File: config.mk
export PLATFORM = sky130hd
export DESIGN_NAME = vz_exc_unit
export DESIGN_NICKNAME = d
export VERILOG_FILES = /design/src/vz_pkg.sv /design/src/vz_exc_unit.sv /design/src/exc_prioritizer.sv /design/src/guest_sysreg_file.sv
export SDC_FILE = /design/constraint.sdc
export NUM_CORES = 1
export LEC_CHECK = 0
export BUFFER_PORTS_ARGS = -buffer_cell sky130_fd_sc_hd__buf_2
export CAP_MARGIN = 30
export CORE_MARGIN = 2
export CORE_UTILIZATION = 55
export CTS_CLUSTER_DIAMETER = 100
export DETAILED_ROUTE_END_ITERATION = 8
export PLACE_DENSITY = 0.73
export SLEW_MARGIN = 15
export SYNTH_ARGS = -nofsm -noshare
export SYNTH_HDL_FRONTEND = slang
export SYNTH_HIERARCHICAL = 1
export SYNTH_SLANG_ARGS = --single-unit
File: constraint.sdc
create_clock -name CLOCK_IN -period 3.2 [get_ports CLOCK_IN]
set_clock_uncertainty 0.15 [all_clocks]
set_input_delay 0.64 -clock CLOCK_IN [delete_from_list [all_inputs] [get_ports CLOCK_IN]]
set_output_delay 0.64 -clock CLOCK_IN [all_outputs]
set_load 0.01 [all_outputs]
File: src/vz_pkg.sv
package vz_pkg;

  // ---------------------------------------------------------------
  // Exception codes
  // ---------------------------------------------------------------
  localparam logic [4:0] EXC_GUEST_EXIT = 5'h1b;
  localparam logic [4:0] EXC_RESV_INSTR = 5'h0a;
  localparam logic [4:0] EXC_COP_UNUSABLE = 5'h0b;
  localparam logic [4:0] HYPERCALL_SUBCODE = 5'h02;

  // ---------------------------------------------------------------
  // Register offsets
  // ---------------------------------------------------------------
  localparam logic [7:0] OFS_CTRL = 8'h00;
  localparam logic [7:0] OFS_CAUSE = 8'h04;
  localparam logic [7:0] OFS_CAP3 = 8'h08;
  localparam logic [7:0] OFS_INT_STAT = 8'h0c;
  localparam logic [7:0] OFS_INT_MASK = 8'h10;
  localparam logic [7:0] OFS_GREG_IDX = 8'h14;
  localparam logic [7:0] OFS_GREG_DATA = 8'h18;

  // ---------------------------------------------------------------
  // Field positions and reset values
  // ---------------------------------------------------------------
  localparam int CTRL_VIRT_BIT = 0;
  localparam logic CTRL_VIRT_RST = 1'b1;
  localparam int CAP3_VIRT_BIT = 23;
  localparam int CAUSE_CODE_LSB = 0;
  localparam int CAUSE_SUB_LSB = 8;
  localparam int CAUSE_GM_BIT = 16;
  localparam int CAUSE_DBG_LSB = 24;
  localparam int NUM_EVENTS = 5;
  localparam int EV_HC_ROOT = 0;
  localparam int EV_HC_DEBUG = 1;
  localparam int EV_RESV = 2;
  localparam int EV_COP_UNUSABLE = 3;
  localparam int EV_GREAD = 4;
  localparam int GREG_ENTRIES = 16;
  localparam int GREG_IDX_W = 4;

  // Exception request
  typedef struct packed {
    logic valid;
    logic [4:0] code;
  } exc_req_t;

  // Decoded instruction
  typedef struct packed {
    logic valid;
    logic hypervisor_call_instr;
    logic gread;
    logic [4:0] rt;
    logic [4:0] rd;
    logic [2:0] sel;
  } instr_t;

  // Core mode flags
  typedef struct packed {
    logic debug_mode;
    logic guest_mode;
    logic kernel_mode;
    logic exception_level_flag;
    logic cp0_en;
  } mode_t;

endpackage

File: src/vz_exc_unit.sv
module vz_exc_unit (
  input wire logic CLOCK_IN, // Core clock
  input wire logic RSTN_IN, // Async reset, active low
  input wire vz_pkg::instr_t INSTR_IN, // Decoded instruction
  input wire vz_pkg::mode_t MODE_IN, // Mode flags
  input wire vz_pkg::exc_req_t GUEST_SYNC_IN, // Other guest sync exception
  input wire vz_pkg::exc_req_t ROOT_SYNC_IN, // Other root sync exception
  input wire vz_pkg::exc_req_t GUEST_ASYNC_IN, // Guest async exception
  input wire vz_pkg::exc_req_t ROOT_ASYNC_IN, // Root async exception
  input wire logic [7:0] ADDR_IN, // Register address
  input wire logic [31:0] WDATA_IN, // Register write data
  input wire logic WR_IN, // Write strobe
  input wire logic RD_IN, // Read strobe
  output logic [31:0] RDATA_OUT, // Read data
  output logic EXC_VALID_OUT, // Exception taken pulse
  output logic [4:0] EXC_CODE_OUT, // Exception code
  output logic EXC_ROOT_OUT, // Taken in root
  output logic EXC_DEBUG_OUT, // Debug exception pulse
  output logic GPR_WE_OUT, // GPR write pulse
  output logic [4:0] GPR_ADDR_OUT, // GPR index
  output logic [31:0] GPR_DATA_OUT, // GPR data
  output logic IRQ_OUT // Interrupt level
);

  vz_pkg::exc_req_t guest_sync, root_sync, winner;
  logic to_root, dbg_hc, gread_ok, hc_root;
  logic [vz_pkg::NUM_EVENTS-1:0] ev;
  logic [31:0] greg_a, greg_b;
  logic [vz_pkg::GREG_IDX_W-1:0] gidx;
  logic virt_q, virt_d;
  logic [3:0] greg_idx_q, greg_idx_d;
  logic [4:0] code_q, code_d, sub_q, sub_d, dbg_q, dbg_d;
  logic gm_q, gm_d;
  logic [vz_pkg::NUM_EVENTS-1:0] stat_q, stat_d, mask_q, mask_d;
  logic [31:0] rdata_d;
  logic irq_d;
  logic exc_v_d, exc_r_d, exc_dbg_d, gwe_d;
  logic [4:0] exc_c_d, gaddr_d;
  logic [31:0] gdata_d;
  logic quiet;

  // ---------------------------------------------------------------
  // Instruction checks
  // ---------------------------------------------------------------
  // Guest register index; code field never decoded
  assign gidx = INSTR_IN.rd[3:0];

  always_comb begin
    guest_sync = GUEST_SYNC_IN;
    root_sync = ROOT_SYNC_IN;
    dbg_hc = 1'b0;
    gread_ok = 1'b0;
    hc_root = 1'b0;
    ev = '0;
    if (INSTR_IN.valid && INSTR_IN.hypervisor_call_instr) begin
      if (!MODE_IN.cp0_en) begin
        ev[vz_pkg::EV_COP_UNUSABLE] = 1'b1;
        if (MODE_IN.guest_mode) begin
          guest_sync = '{1'b1, vz_pkg::EXC_COP_UNUSABLE};
        end else begin
          root_sync = '{1'b1, vz_pkg::EXC_COP_UNUSABLE};
        end
      end else if (MODE_IN.debug_mode) begin
        dbg_hc = 1'b1;
        ev[vz_pkg::EV_HC_DEBUG] = 1'b1;
      end else if (!MODE_IN.kernel_mode) begin
        ev[vz_pkg::EV_RESV] = 1'b1;
        if (MODE_IN.guest_mode) begin
          guest_sync = '{1'b1, vz_pkg::EXC_RESV_INSTR};
        end else begin
          root_sync = '{1'b1, vz_pkg::EXC_RESV_INSTR};
        end
      end else begin
        // Always to root, no enable bit involved
        hc_root = 1'b1;
        root_sync = '{1'b1, vz_pkg::EXC_GUEST_EXIT};
        ev[vz_pkg::EV_HC_ROOT] = 1'b1;
      end
    end else if (INSTR_IN.valid && INSTR_IN.gread) begin
      if (!MODE_IN.cp0_en) begin
        ev[vz_pkg::EV_COP_UNUSABLE] = 1'b1;
        if (MODE_IN.guest_mode) begin
          guest_sync = '{1'b1, vz_pkg::EXC_COP_UNUSABLE};
        end else begin
          root_sync = '{1'b1, vz_pkg::EXC_COP_UNUSABLE};
        end
      end else if (!virt_q || MODE_IN.guest_mode) begin
        ev[vz_pkg::EV_RESV] = 1'b1;
        if (MODE_IN.guest_mode) begin
          guest_sync = '{1'b1, vz_pkg::EXC_RESV_INSTR};
        end else begin
          root_sync = '{1'b1, vz_pkg::EXC_RESV_INSTR};
        end
      end else begin
        gread_ok = 1'b1;
        ev[vz_pkg::EV_GREAD] = 1'b1;
      end
    end
  end

  // Priority between guest and root detections
  exc_prioritizer u_prio (
    .guest_sync_in(guest_sync),
    .root_sync_in(root_sync),
    .guest_async_in(GUEST_ASYNC_IN),
    .root_async_in(ROOT_ASYNC_IN),
    .winner_out(winner),
    .to_root_out(to_root)
  );

  // Guest system register storage
  guest_sysreg_file u_greg (
    .clk_in(CLOCK_IN),
    .rstn_in(RSTN_IN),
    .wr_in(WR_IN && (ADDR_IN == vz_pkg::OFS_GREG_DATA)),
    .wr_idx_in(greg_idx_q),
    .wr_data_in(WDATA_IN),
    .rd_a_idx_in(gidx),
    .rd_a_out(greg_a),
    .rd_b_idx_in(greg_idx_q),
    .rd_b_out(greg_b)
  );

  // ---------------------------------------------------------------
  // Exception and GPR outputs
  // ---------------------------------------------------------------
  always_comb begin
    exc_v_d = winner.valid && !dbg_hc;
    exc_c_d = winner.code;
    exc_r_d = to_root;
    exc_dbg_d = dbg_hc;
    gwe_d = gread_ok && !winner.valid;
    gaddr_d = INSTR_IN.rt;
    // Selected register, zero when sel is nonzero
    gdata_d = (INSTR_IN.sel == 3'h0) ? greg_a : 32'h0;
  end

  always_ff @(posedge CLOCK_IN or negedge RSTN_IN) begin
    if (!RSTN_IN) begin
      EXC_VALID_OUT <= 1'b0;
      EXC_CODE_OUT <= 5'h00;
      EXC_ROOT_OUT <= 1'b0;
      EXC_DEBUG_OUT <= 1'b0;
      GPR_WE_OUT <= 1'b0;
      GPR_ADDR_OUT <= 5'h00;
      GPR_DATA_OUT <= 32'h0;
    end else begin
      EXC_VALID_OUT <= exc_v_d;
      EXC_CODE_OUT <= exc_c_d;
      EXC_ROOT_OUT <= exc_r_d;
      EXC_DEBUG_OUT <= exc_dbg_d;
      GPR_WE_OUT <= gwe_d;
      GPR_ADDR_OUT <= gaddr_d;
      GPR_DATA_OUT <= gdata_d;
    end
  end

  // ---------------------------------------------------------------
  // Root cause and debug cause state
  // ---------------------------------------------------------------
  // Another source may win over the root hypercall
  function automatic logic root_sync_other();
    return ROOT_ASYNC_IN.valid || GUEST_ASYNC_IN.valid || GUEST_SYNC_IN.valid;
  endfunction

  always_comb begin
    code_d = code_q;
    sub_d = sub_q;
    gm_d = gm_q;
    dbg_d = dbg_q;
    if (dbg_hc) begin
      dbg_d = vz_pkg::EXC_GUEST_EXIT;
    end else if (winner.valid && to_root && !MODE_IN.exception_level_flag) begin
      code_d = winner.code;
      gm_d = MODE_IN.guest_mode;
      if (hc_root && !root_sync_other()) begin
        sub_d = vz_pkg::HYPERCALL_SUBCODE;
      end
    end
  end

  always_ff @(posedge CLOCK_IN or negedge RSTN_IN) begin
    if (!RSTN_IN) begin
      code_q <= 5'h00;
      sub_q <= 5'h00;
      gm_q <= 1'b0;
      dbg_q <= 5'h00;
    end else begin
      code_q <= code_d;
      sub_q <= sub_d;
      gm_q <= gm_d;
      dbg_q <= dbg_d;
    end
  end

  // ---------------------------------------------------------------
  // Register file and interrupt
  // ---------------------------------------------------------------
  always_comb begin
    virt_d = virt_q;
    greg_idx_d = greg_idx_q;
    mask_d = mask_q;
    stat_d = stat_q;
    rdata_d = 32'h0;
    if (WR_IN) begin
      case (ADDR_IN)
        vz_pkg::OFS_CTRL: virt_d = WDATA_IN[vz_pkg::CTRL_VIRT_BIT];
        vz_pkg::OFS_INT_STAT: stat_d = stat_q & ~WDATA_IN[vz_pkg::NUM_EVENTS-1:0];
        vz_pkg::OFS_INT_MASK: mask_d = WDATA_IN[vz_pkg::NUM_EVENTS-1:0];
        vz_pkg::OFS_GREG_IDX: greg_idx_d = WDATA_IN[3:0];
        default: ;
      endcase
    end
    // Set wins over clear
    stat_d = stat_d | ev;
    if (RD_IN) begin
      case (ADDR_IN)
        vz_pkg::OFS_CTRL: rdata_d[vz_pkg::CTRL_VIRT_BIT] = virt_q;
        vz_pkg::OFS_CAUSE: begin
          rdata_d[vz_pkg::CAUSE_CODE_LSB +: 5] = code_q;
          rdata_d[vz_pkg::CAUSE_SUB_LSB +: 5] = sub_q;
          rdata_d[vz_pkg::CAUSE_GM_BIT] = gm_q;
          rdata_d[vz_pkg::CAUSE_DBG_LSB +: 5] = dbg_q;
        end
        // Hidden from guest context
        vz_pkg::OFS_CAP3: rdata_d[vz_pkg::CAP3_VIRT_BIT] = virt_q && !MODE_IN.guest_mode;
        vz_pkg::OFS_INT_STAT: rdata_d[vz_pkg::NUM_EVENTS-1:0] = stat_q;
        vz_pkg::OFS_INT_MASK: rdata_d[vz_pkg::NUM_EVENTS-1:0] = mask_q;
        vz_pkg::OFS_GREG_IDX: rdata_d[3:0] = greg_idx_q;
        vz_pkg::OFS_GREG_DATA: rdata_d = greg_b;
        default: rdata_d = 32'h0;
      endcase
    end
    irq_d = |(stat_d & mask_d);
  end

  always_ff @(posedge CLOCK_IN or negedge RSTN_IN) begin
    if (!RSTN_IN) begin
      virt_q <= vz_pkg::CTRL_VIRT_RST;
      greg_idx_q <= 4'h0;
      mask_q <= '0;
      stat_q <= '0;
      RDATA_OUT <= 32'h0;
      IRQ_OUT <= 1'b0;
    end else begin
      virt_q <= virt_d;
      greg_idx_q <= greg_idx_d;
      mask_q <= mask_d;
      stat_q <= stat_d;
      RDATA_OUT <= rdata_d;
      IRQ_OUT <= irq_d;
    end
  end

  assign quiet = !GUEST_SYNC_IN.valid && !ROOT_SYNC_IN.valid && !GUEST_ASYNC_IN.valid && !ROOT_ASYNC_IN.valid;
endmodule // vz_exc_unit

File: src/exc_prioritizer.sv
module exc_prioritizer (
  input wire vz_pkg::exc_req_t guest_sync_in, // Guest-detected synchronous
  input wire vz_pkg::exc_req_t root_sync_in, // Root-detected synchronous
  input wire vz_pkg::exc_req_t guest_async_in, // Guest-detected asynchronous
  input wire vz_pkg::exc_req_t root_async_in, // Root-detected asynchronous
  output vz_pkg::exc_req_t winner_out, // Selected exception
  output logic to_root_out // Winner is taken in root
);

  // ---------------------------------------------------------------
  // Priority: asynchronous from the outside in, synchronous inside out
  // ---------------------------------------------------------------
  always_comb begin
    winner_out = '0;
    to_root_out = 1'b0;
    if (root_async_in.valid) begin
      winner_out = root_async_in;
      to_root_out = 1'b1;
    end else if (guest_async_in.valid) begin
      winner_out = guest_async_in;
    end else if (guest_sync_in.valid) begin
      winner_out = guest_sync_in;
    end else if (root_sync_in.valid) begin
      winner_out = root_sync_in;
      to_root_out = 1'b1;
    end
  end

endmodule // exc_prioritizer

File: src/guest_sysreg_file.sv
module guest_sysreg_file (
  input wire logic clk_in, // Core clock
  input wire logic rstn_in, // Async reset, active low
  input wire logic wr_in, // Write strobe
  input wire logic [vz_pkg::GREG_IDX_W-1:0] wr_idx_in, // Write index
  input wire logic [31:0] wr_data_in, // Write data
  input wire logic [vz_pkg::GREG_IDX_W-1:0] rd_a_idx_in, // Port A index
  output logic [31:0] rd_a_out, // Port A data
  input wire logic [vz_pkg::GREG_IDX_W-1:0] rd_b_idx_in, // Port B index
  output logic [31:0] rd_b_out // Port B data
);

  logic [31:0] regs_q [vz_pkg::GREG_ENTRIES];
  logic [31:0] regs_d [vz_pkg::GREG_ENTRIES];

  // ---------------------------------------------------------------
  // Per-entry storage
  // ---------------------------------------------------------------
  for (genvar i = 0; i < vz_pkg::GREG_ENTRIES; i++) begin : g_ent
    always_comb begin
      regs_d[i] = regs_q[i];
      if (wr_in && (wr_idx_in == vz_pkg::GREG_IDX_W'(i))) begin
        regs_d[i] = wr_data_in;
      end
    end
    always_ff @(posedge clk_in or negedge rstn_in) begin
      if (!rstn_in) begin
        regs_q[i] <= 32'h0;
      end else begin
        regs_q[i] <= regs_d[i];
      end
    end
  end

  // Read ports
  assign rd_a_out = regs_q[rd_a_idx_in];
  assign rd_b_out = regs_q[rd_b_idx_in];

endmodule // guest_sysreg_file

* Word-level counts from Yosys, hierarchy flattened
Cells that the tools add are included.
** Storage, ports and cells
- Memory bits (writable) :: 0
- Memories kept :: 0
- Latch bits :: 0
- Input port bits :: 89
- Flip-flop bits (word level) :: 614
- Bits in read-only memories :: 0
** Cells by class
- $mul :: 0
- Bitwise gates (word level) :: 7
- Add/sub/neg operators :: 0
- Muxes and demuxes :: 70
- Equal/unequal tests :: 21
- Divide/modulo/power cells :: 0
- Reduce and logical (&&, ||, !) cells :: 42
- Shift operators :: 0
- Magnitude comparators :: 2
** Operators by type and width (number)
- 32-bit binary-select mux with 4-bit select :: 2
- 32-bit two-way mux :: 6
- 6-bit two-way mux :: 23
- 4-bit equality test, second input constant :: 8
- 1-bit logical AND :: 25
- 8-bit by 5-bit equality test with 1-bit output, second input constant :: 3
- 1-bit two-way mux :: 21
- 5-bit two-way mux :: 4
- 5-bit case mux with 2 select lines :: 2
- 4-bit by 3-bit equality test with 1-bit output, second input constant :: 4
- 8-bit by 4-bit equality test with 1-bit output, second input constant :: 2
- 3-bit two-way mux :: 5
- 3-bit case mux with 5 select lines :: 1
- 5-bit AND :: 2
- 5-bit >= comparator, second input constant :: 2
- 4-bit NOT with 5-bit output :: 2
- 4-bit by 2-bit equality test with 1-bit output, second input constant :: 2
- 8-bit by 3-bit equality test with 1-bit output, second input constant :: 1
- 8-bit zero test :: 1
- 1-bit zero test :: 6
- 1-bit case mux with 6 select lines :: 1
- 2-bit AND reduction :: 3
- 5-bit NOT :: 1
- 5-bit OR :: 1
- 10 further kinds :: 14

* Depth between registers and ports, before layout
- Depth after elaboration :: 13
- Depth in mapped cells :: 12
- Gate-level depth less buffers :: 11

* By module
The synthesis kept the hierarchy.
** Modules (own cells, without submodules)
- guest_sysreg_file :: sequential area each 12812.3 µm², times used 1, cells each 1676, area an instance 26454.1 µm²
- vz_exc_unit :: sequential area each 2553.7 µm², times used 1, cells each 310, area an instance 3896.2 µm²
- exc_prioritizer :: sequential area each 0.0 µm², times used 1, cells each 32, area an instance 220.2 µm²

* Worst setup path before layout
Ideal clock, no wire load.
- Path type :: input to register
- From :: in ADDR_IN[5]
- To :: reg u_greg/regs_q[385] in the netlist's numbering
- Arrival :: 2.681 ns
- Path slack :: 0.244 ns
- Library setup time :: 0.125 ns
- Stages on the path :: 9
- Cells stage by stage :: nor4b_4 and3_1 clkbuf_1 and2_1 nor3b_2 and3_1 clkbuf_1 buf_2 mux2_2
** On the way
- Longest elaborated chain between the ends :: 3
** Ends and longest elaborated chain
- start, declared :: line vz_exc_unit.sv:10 : input wire logic [7:0] ADDR_IN,
- 8-bit by 5-bit equality test with 1-bit output :: line vz_exc_unit.sv:115 : .wr_in(WR_IN && (ADDR_IN == vz_pkg::OFS_GREG_DATA)),
- 1-bit logical AND :: line vz_exc_unit.sv:115
- 1-bit logical AND :: line guest_sysreg_file.sv:22 : if (wr_in && (wr_idx_in == vz_pkg::GREG_IDX_W'(i))) begin
- end signal, assigned by index :: line guest_sysreg_file.sv:30 : regs_q[i] <= regs_d[i];
- end, declared :: line guest_sysreg_file.sv:13 : logic [31:0] regs_q [vz_pkg::GREG_ENTRIES];
Every way passes these cells.
A chain may end at the register's enable or synchronous reset.

* Worst setup path in the final report
- From :: reg greg_idx_q[0]
- To :: reg RDATA_OUT[2]
** On the way
- Longest elaborated chain between the ends :: 6
** Ends and longest elaborated chain
- start, declared :: line vz_exc_unit.sv:31 : logic [3:0] greg_idx_q, greg_idx_d;
- start signal, assigned :: line vz_exc_unit.sv:247 : greg_idx_q <= greg_idx_d;
- 4-bit NOT with 5-bit output (implied by the code) :: line guest_sysreg_file.sv:37 : assign rd_b_out = regs_q[rd_b_idx_in];
- 32-bit binary-select mux with 4-bit select :: line guest_sysreg_file.sv:37
- 32-bit two-way mux (implied by the code) (2 in a row) :: line guest_sysreg_file.sv:37
- net greg_b[2] :: line vz_exc_unit.sv:28 : logic [31:0] greg_a, greg_b;
- 3-bit case mux with 5 select lines :: line vz_exc_unit.sv:217 : case (ADDR_IN)
- 32-bit two-way mux :: line vz_exc_unit.sv:216 : if (RD_IN) begin
- net rdata_d[2] :: line vz_exc_unit.sv:35 : logic [31:0] rdata_d;
- end signal, assigned :: line vz_exc_unit.sv:250 : RDATA_OUT <= rdata_d;
- end, declared :: line vz_exc_unit.sv:14 : output logic [31:0] RDATA_OUT,
The timed path passes the listed nets, and every way through them passes these cells. The select of a mux whose other input is x is not followed.

==> metrics.txt <==
Final Max Tran Viols 0; clk root buf clkbuf_16; Post-DP Area 33,000 um^2; Crit Path Class reg2reg; layout cells sized above 1 53.2%; Pre-Repair DR Iteration Count 6; total track usage 29.5%; switching part of the total 22.7%; number of fillers in the final layout 3,908; Initial Util 55.6%; gpl congestion 0.857; # setup viols final 0; ys async rst share 100%; Clk pwr share 47.3%; register area 15,400 um^2; Post-synth EDFFs 0; Int Power 13.1 mW; final setup margin 0.492 ns; Max clock buf depth 3; Post-DRT Antenna Nets 0; nets 2,269; vias in the first global route 20,800; Post-CTS Resized 0; ys flop type dfrtp_1; Worst setup EP type flop; Gate Count Post-Synth 2,018; VDD IR max 0.397 mV; Total Routed Length 82,500 um; YS warnings 6; Worst path top cell family by delay flip-flops; number of synthesized register bits 614; Hold Crit Class in2reg; die area 57,500 um^2; worst-path cell chain buf_4 > mux4_2 > a22oi_1 > nand2_1 > a22oi_1 > a21oi_1; first-pass GRT wire length 126,000 um; crit path DAT 3.02 ns; Slew @ Worst Pin 0.885 ns; Netlist Area Pre-Place 30,600 um^2; total setup buffers inserted after CTS 0; DR vias/cell 6.57; DRT iter0 DRCs 1,742; Final Critical Period 2.71 ns; total gr overflow 0; drt drc 0; R2R setup slack 0.49 ns; Placed Cells 2,852; detailed placement HPWL 50,000 um; Netlist cell types 51; CP Max Fanout 21; CP required 3.51 ns; clk_lat worst skew 0.60 ns; area grow syn2layout 15.7%; setup_tns 0 ns; total CTS buffers 68; CP endpoint RDATA_OUT[2]; Slew headroom 41.0%; row count 86; Avg Inst Size Synth 15.1 um^2; worst r2r dst RDATA_OUT[2]; CP Depth 6; CP max stage cell dfrtp_4; Vias 19,600; switching power 3.87 mW; multi-input logic area 14,500 um^2; Post-Layout Cell Count 2,978; Core Footprint 55,000 um^2; pre-CTS WS 0.154 ns; initial antenna violation count 7; post-layout util 64.3%; Leak 16.7 nW; final instance area 35,400 um^2; Reg power frac 46.4%; number of H-tree levels 3; final period utilization 84.6%; Comb power frac 6.3%; I/O Pins 168; startpoint class of the critical path flop; R2R cell count 6; cts hold-fix bufs 6; clock-pin transition on the worst setup and hold timing paths 0.06 ns; worst path bufs/invs 1; Critical Path Max Stage Delay 0.72 ns; CTS tree built; RSZ-0062 raised after global routing no; WL/cell 27.7 um; Worst Setup SP greg_idx_q[0]; Die Ht 240 um; Crit path top cell by count a22oi_1; number of clock sinks 614; sequential cell area fraction in the yosys report 50.3%; status finished, final reports clean; Net Count, Synth 2,107; Port Buffers 166; Crit Reg-Reg Startpoint greg_idx_q[0]; largest net degree at the start of global routing 94; Max Cap Viol 0; fmax 0.369 GHz; die width 240 um; Final Hold Viols 0; P per Cell Area 481 nW/um^2
-- worst min-delay path, cell delays in order --
cell	delay [ns]
buf_2	0.09
inv_1	0.05
a32oi_1	0.07
-- per-layer routing --
| layer | vias up | part of all wire (%) | GRT usage, % |
|---|---|---|---|
| li1 | 8056 | - | - |
| met5 | - | 0.021 | 0 |
| met1 | 10400 | 39 | 39.0 |
| met2 | 856 | 49 | 48.3 |
| met4 | 4 | 3.9 | 12.8 |
| met3 | 228 | 7.4 | 5.27 |
-- power by group through the flow --
stage                     sequential, mW  combinational (mW)  clock [mW]
after floorplan                     8.01               0.523           0
after global placement              8.02                1.05           0
after detailed placement            8.03                1.07           0
after CTS                           7.89                1.08        8.19
after global routing                7.89                1.15        8.51
final                               7.89                1.07        8.05
-- cell type report --
type | count | area share [%]
Clock inverter | 14 | 0.715
Inverter | 14 | 0.149
Timing Repair Buffer | 277 | 6.26
Antenna cell | 3 | 0.0212
Multi-Input combinational cell | 1205 | 41.0
Sequential cell | 614 | 43.5
Clock buffer | 103 | 5.73
Tap cell | 748 | 2.65
-- synthesized netlist by cell type, drive strengths merged (2+ instances only) --
library cell / count / area share, %
nor2: 22 / 0.27
a222oi: 2 / 0.065
and2: 59 / 1.2
nand2b: 8 / 0.16
nor2b: 9 / 0.18
or4: 2 / 0.061
o211ai: 4 / 0.098
o31ai: 2 / 0.049
a21oi: 13 / 0.21
nand3b: 9 / 0.22
inv: 14 / 0.17
a22o: 3 / 0.086
nor4: 2 / 0.061
nor3b: 2 / 0.065
nand4bb: 6 / 0.22
mux4: 256 / 19
nand3: 6 / 0.11
a22oi: 134 / 3.3
o21ai: 5 / 0.082
nand4: 3 / 0.061
clkbuf: 101 / 1.2
or2: 3 / 0.061
and3: 2 / 0.041
mux2: 530 / 20
dfrtp: 613 / 50
or3: 3 / 0.061
nor3: 6 / 0.11
buf: 84 / 1.4
a32oi: 5 / 0.14
mux2i: 3 / 0.098
nand2: 95 / 1.2
-- worst min path at each step --
stage | from | end | slack, ns | cells after the start
floorplan | RSTN_IN | EXC_CODE_OUT[0] | 0.19 | 0
global placement | dbg_q[0] | dbg_q[0] | 0.30 | 1
detailed placement | dbg_q[0] | dbg_q[0] | 0.31 | 1
CTS | ROOT_ASYNC_IN[0] | EXC_CODE_OUT[0] | 0.13 | 3
global route | ROOT_ASYNC_IN[0] | EXC_CODE_OUT[0] | 0.15 | 3
finish | ROOT_ASYNC_IN[0] | EXC_CODE_OUT[0] | 0.16 | 3
-- metrics by stage --
| step | hold slack [ns] | total power, mW |
|---|---|---|
| 3_3_place_gp | 0.304 | 9.07 |
| 2_1_floorplan | 0.194 | 8.53 |
| 3_5_place_dp | 0.308 | 9.09 |
| 4_1_cts | 0.133 | 17.2 |
| 5_1_grt | 0.151 | 17.6 |
| 6_report | 0.156 | 17.0 |
-- cell families (layout without fill, tap and decap cells) --
| family | after synthesis | after routing | synth area share, % |
|---|---|---|---|
| muxes | 789 | 789 | 38.5 |
| DFF | 614 | 614 | 50.3 |
| and+or+nand+nor | 240 | 240 | 4.21 |
| buffers and inverters | 199 | 408 | 2.77 |
| AOI/OAI and AO/OA | 176 | 176 | 4.28 |
| other | 0 | 3 | 0 |
-- layout by cell type, fill, tap and decap left out, drive strengths merged, types with 7 or more instances in the layout --
master	count
mux4	256
dfrtp	613
nand3b	9
bufinv	7
nor2	22
nand2	95
clkbuf	104
nand2b	8
a22oi	134
mux2	530
nor2b	9
inv	16
a21oi	13
and2	59
buf	270
-- state kept, by name, summed over array words and instances (netlist names), 4 cells and up --
register       count
GPR_ADDR_OUT       5
RDATA_OUT         32
u_greg/regs_q    512
EXC_CODE_OUT       5
greg_idx_q         4
GPR_DATA_OUT      32
stat_q             5
mask_q             5
code_q             5
Power figures use the tool's default switching activity.
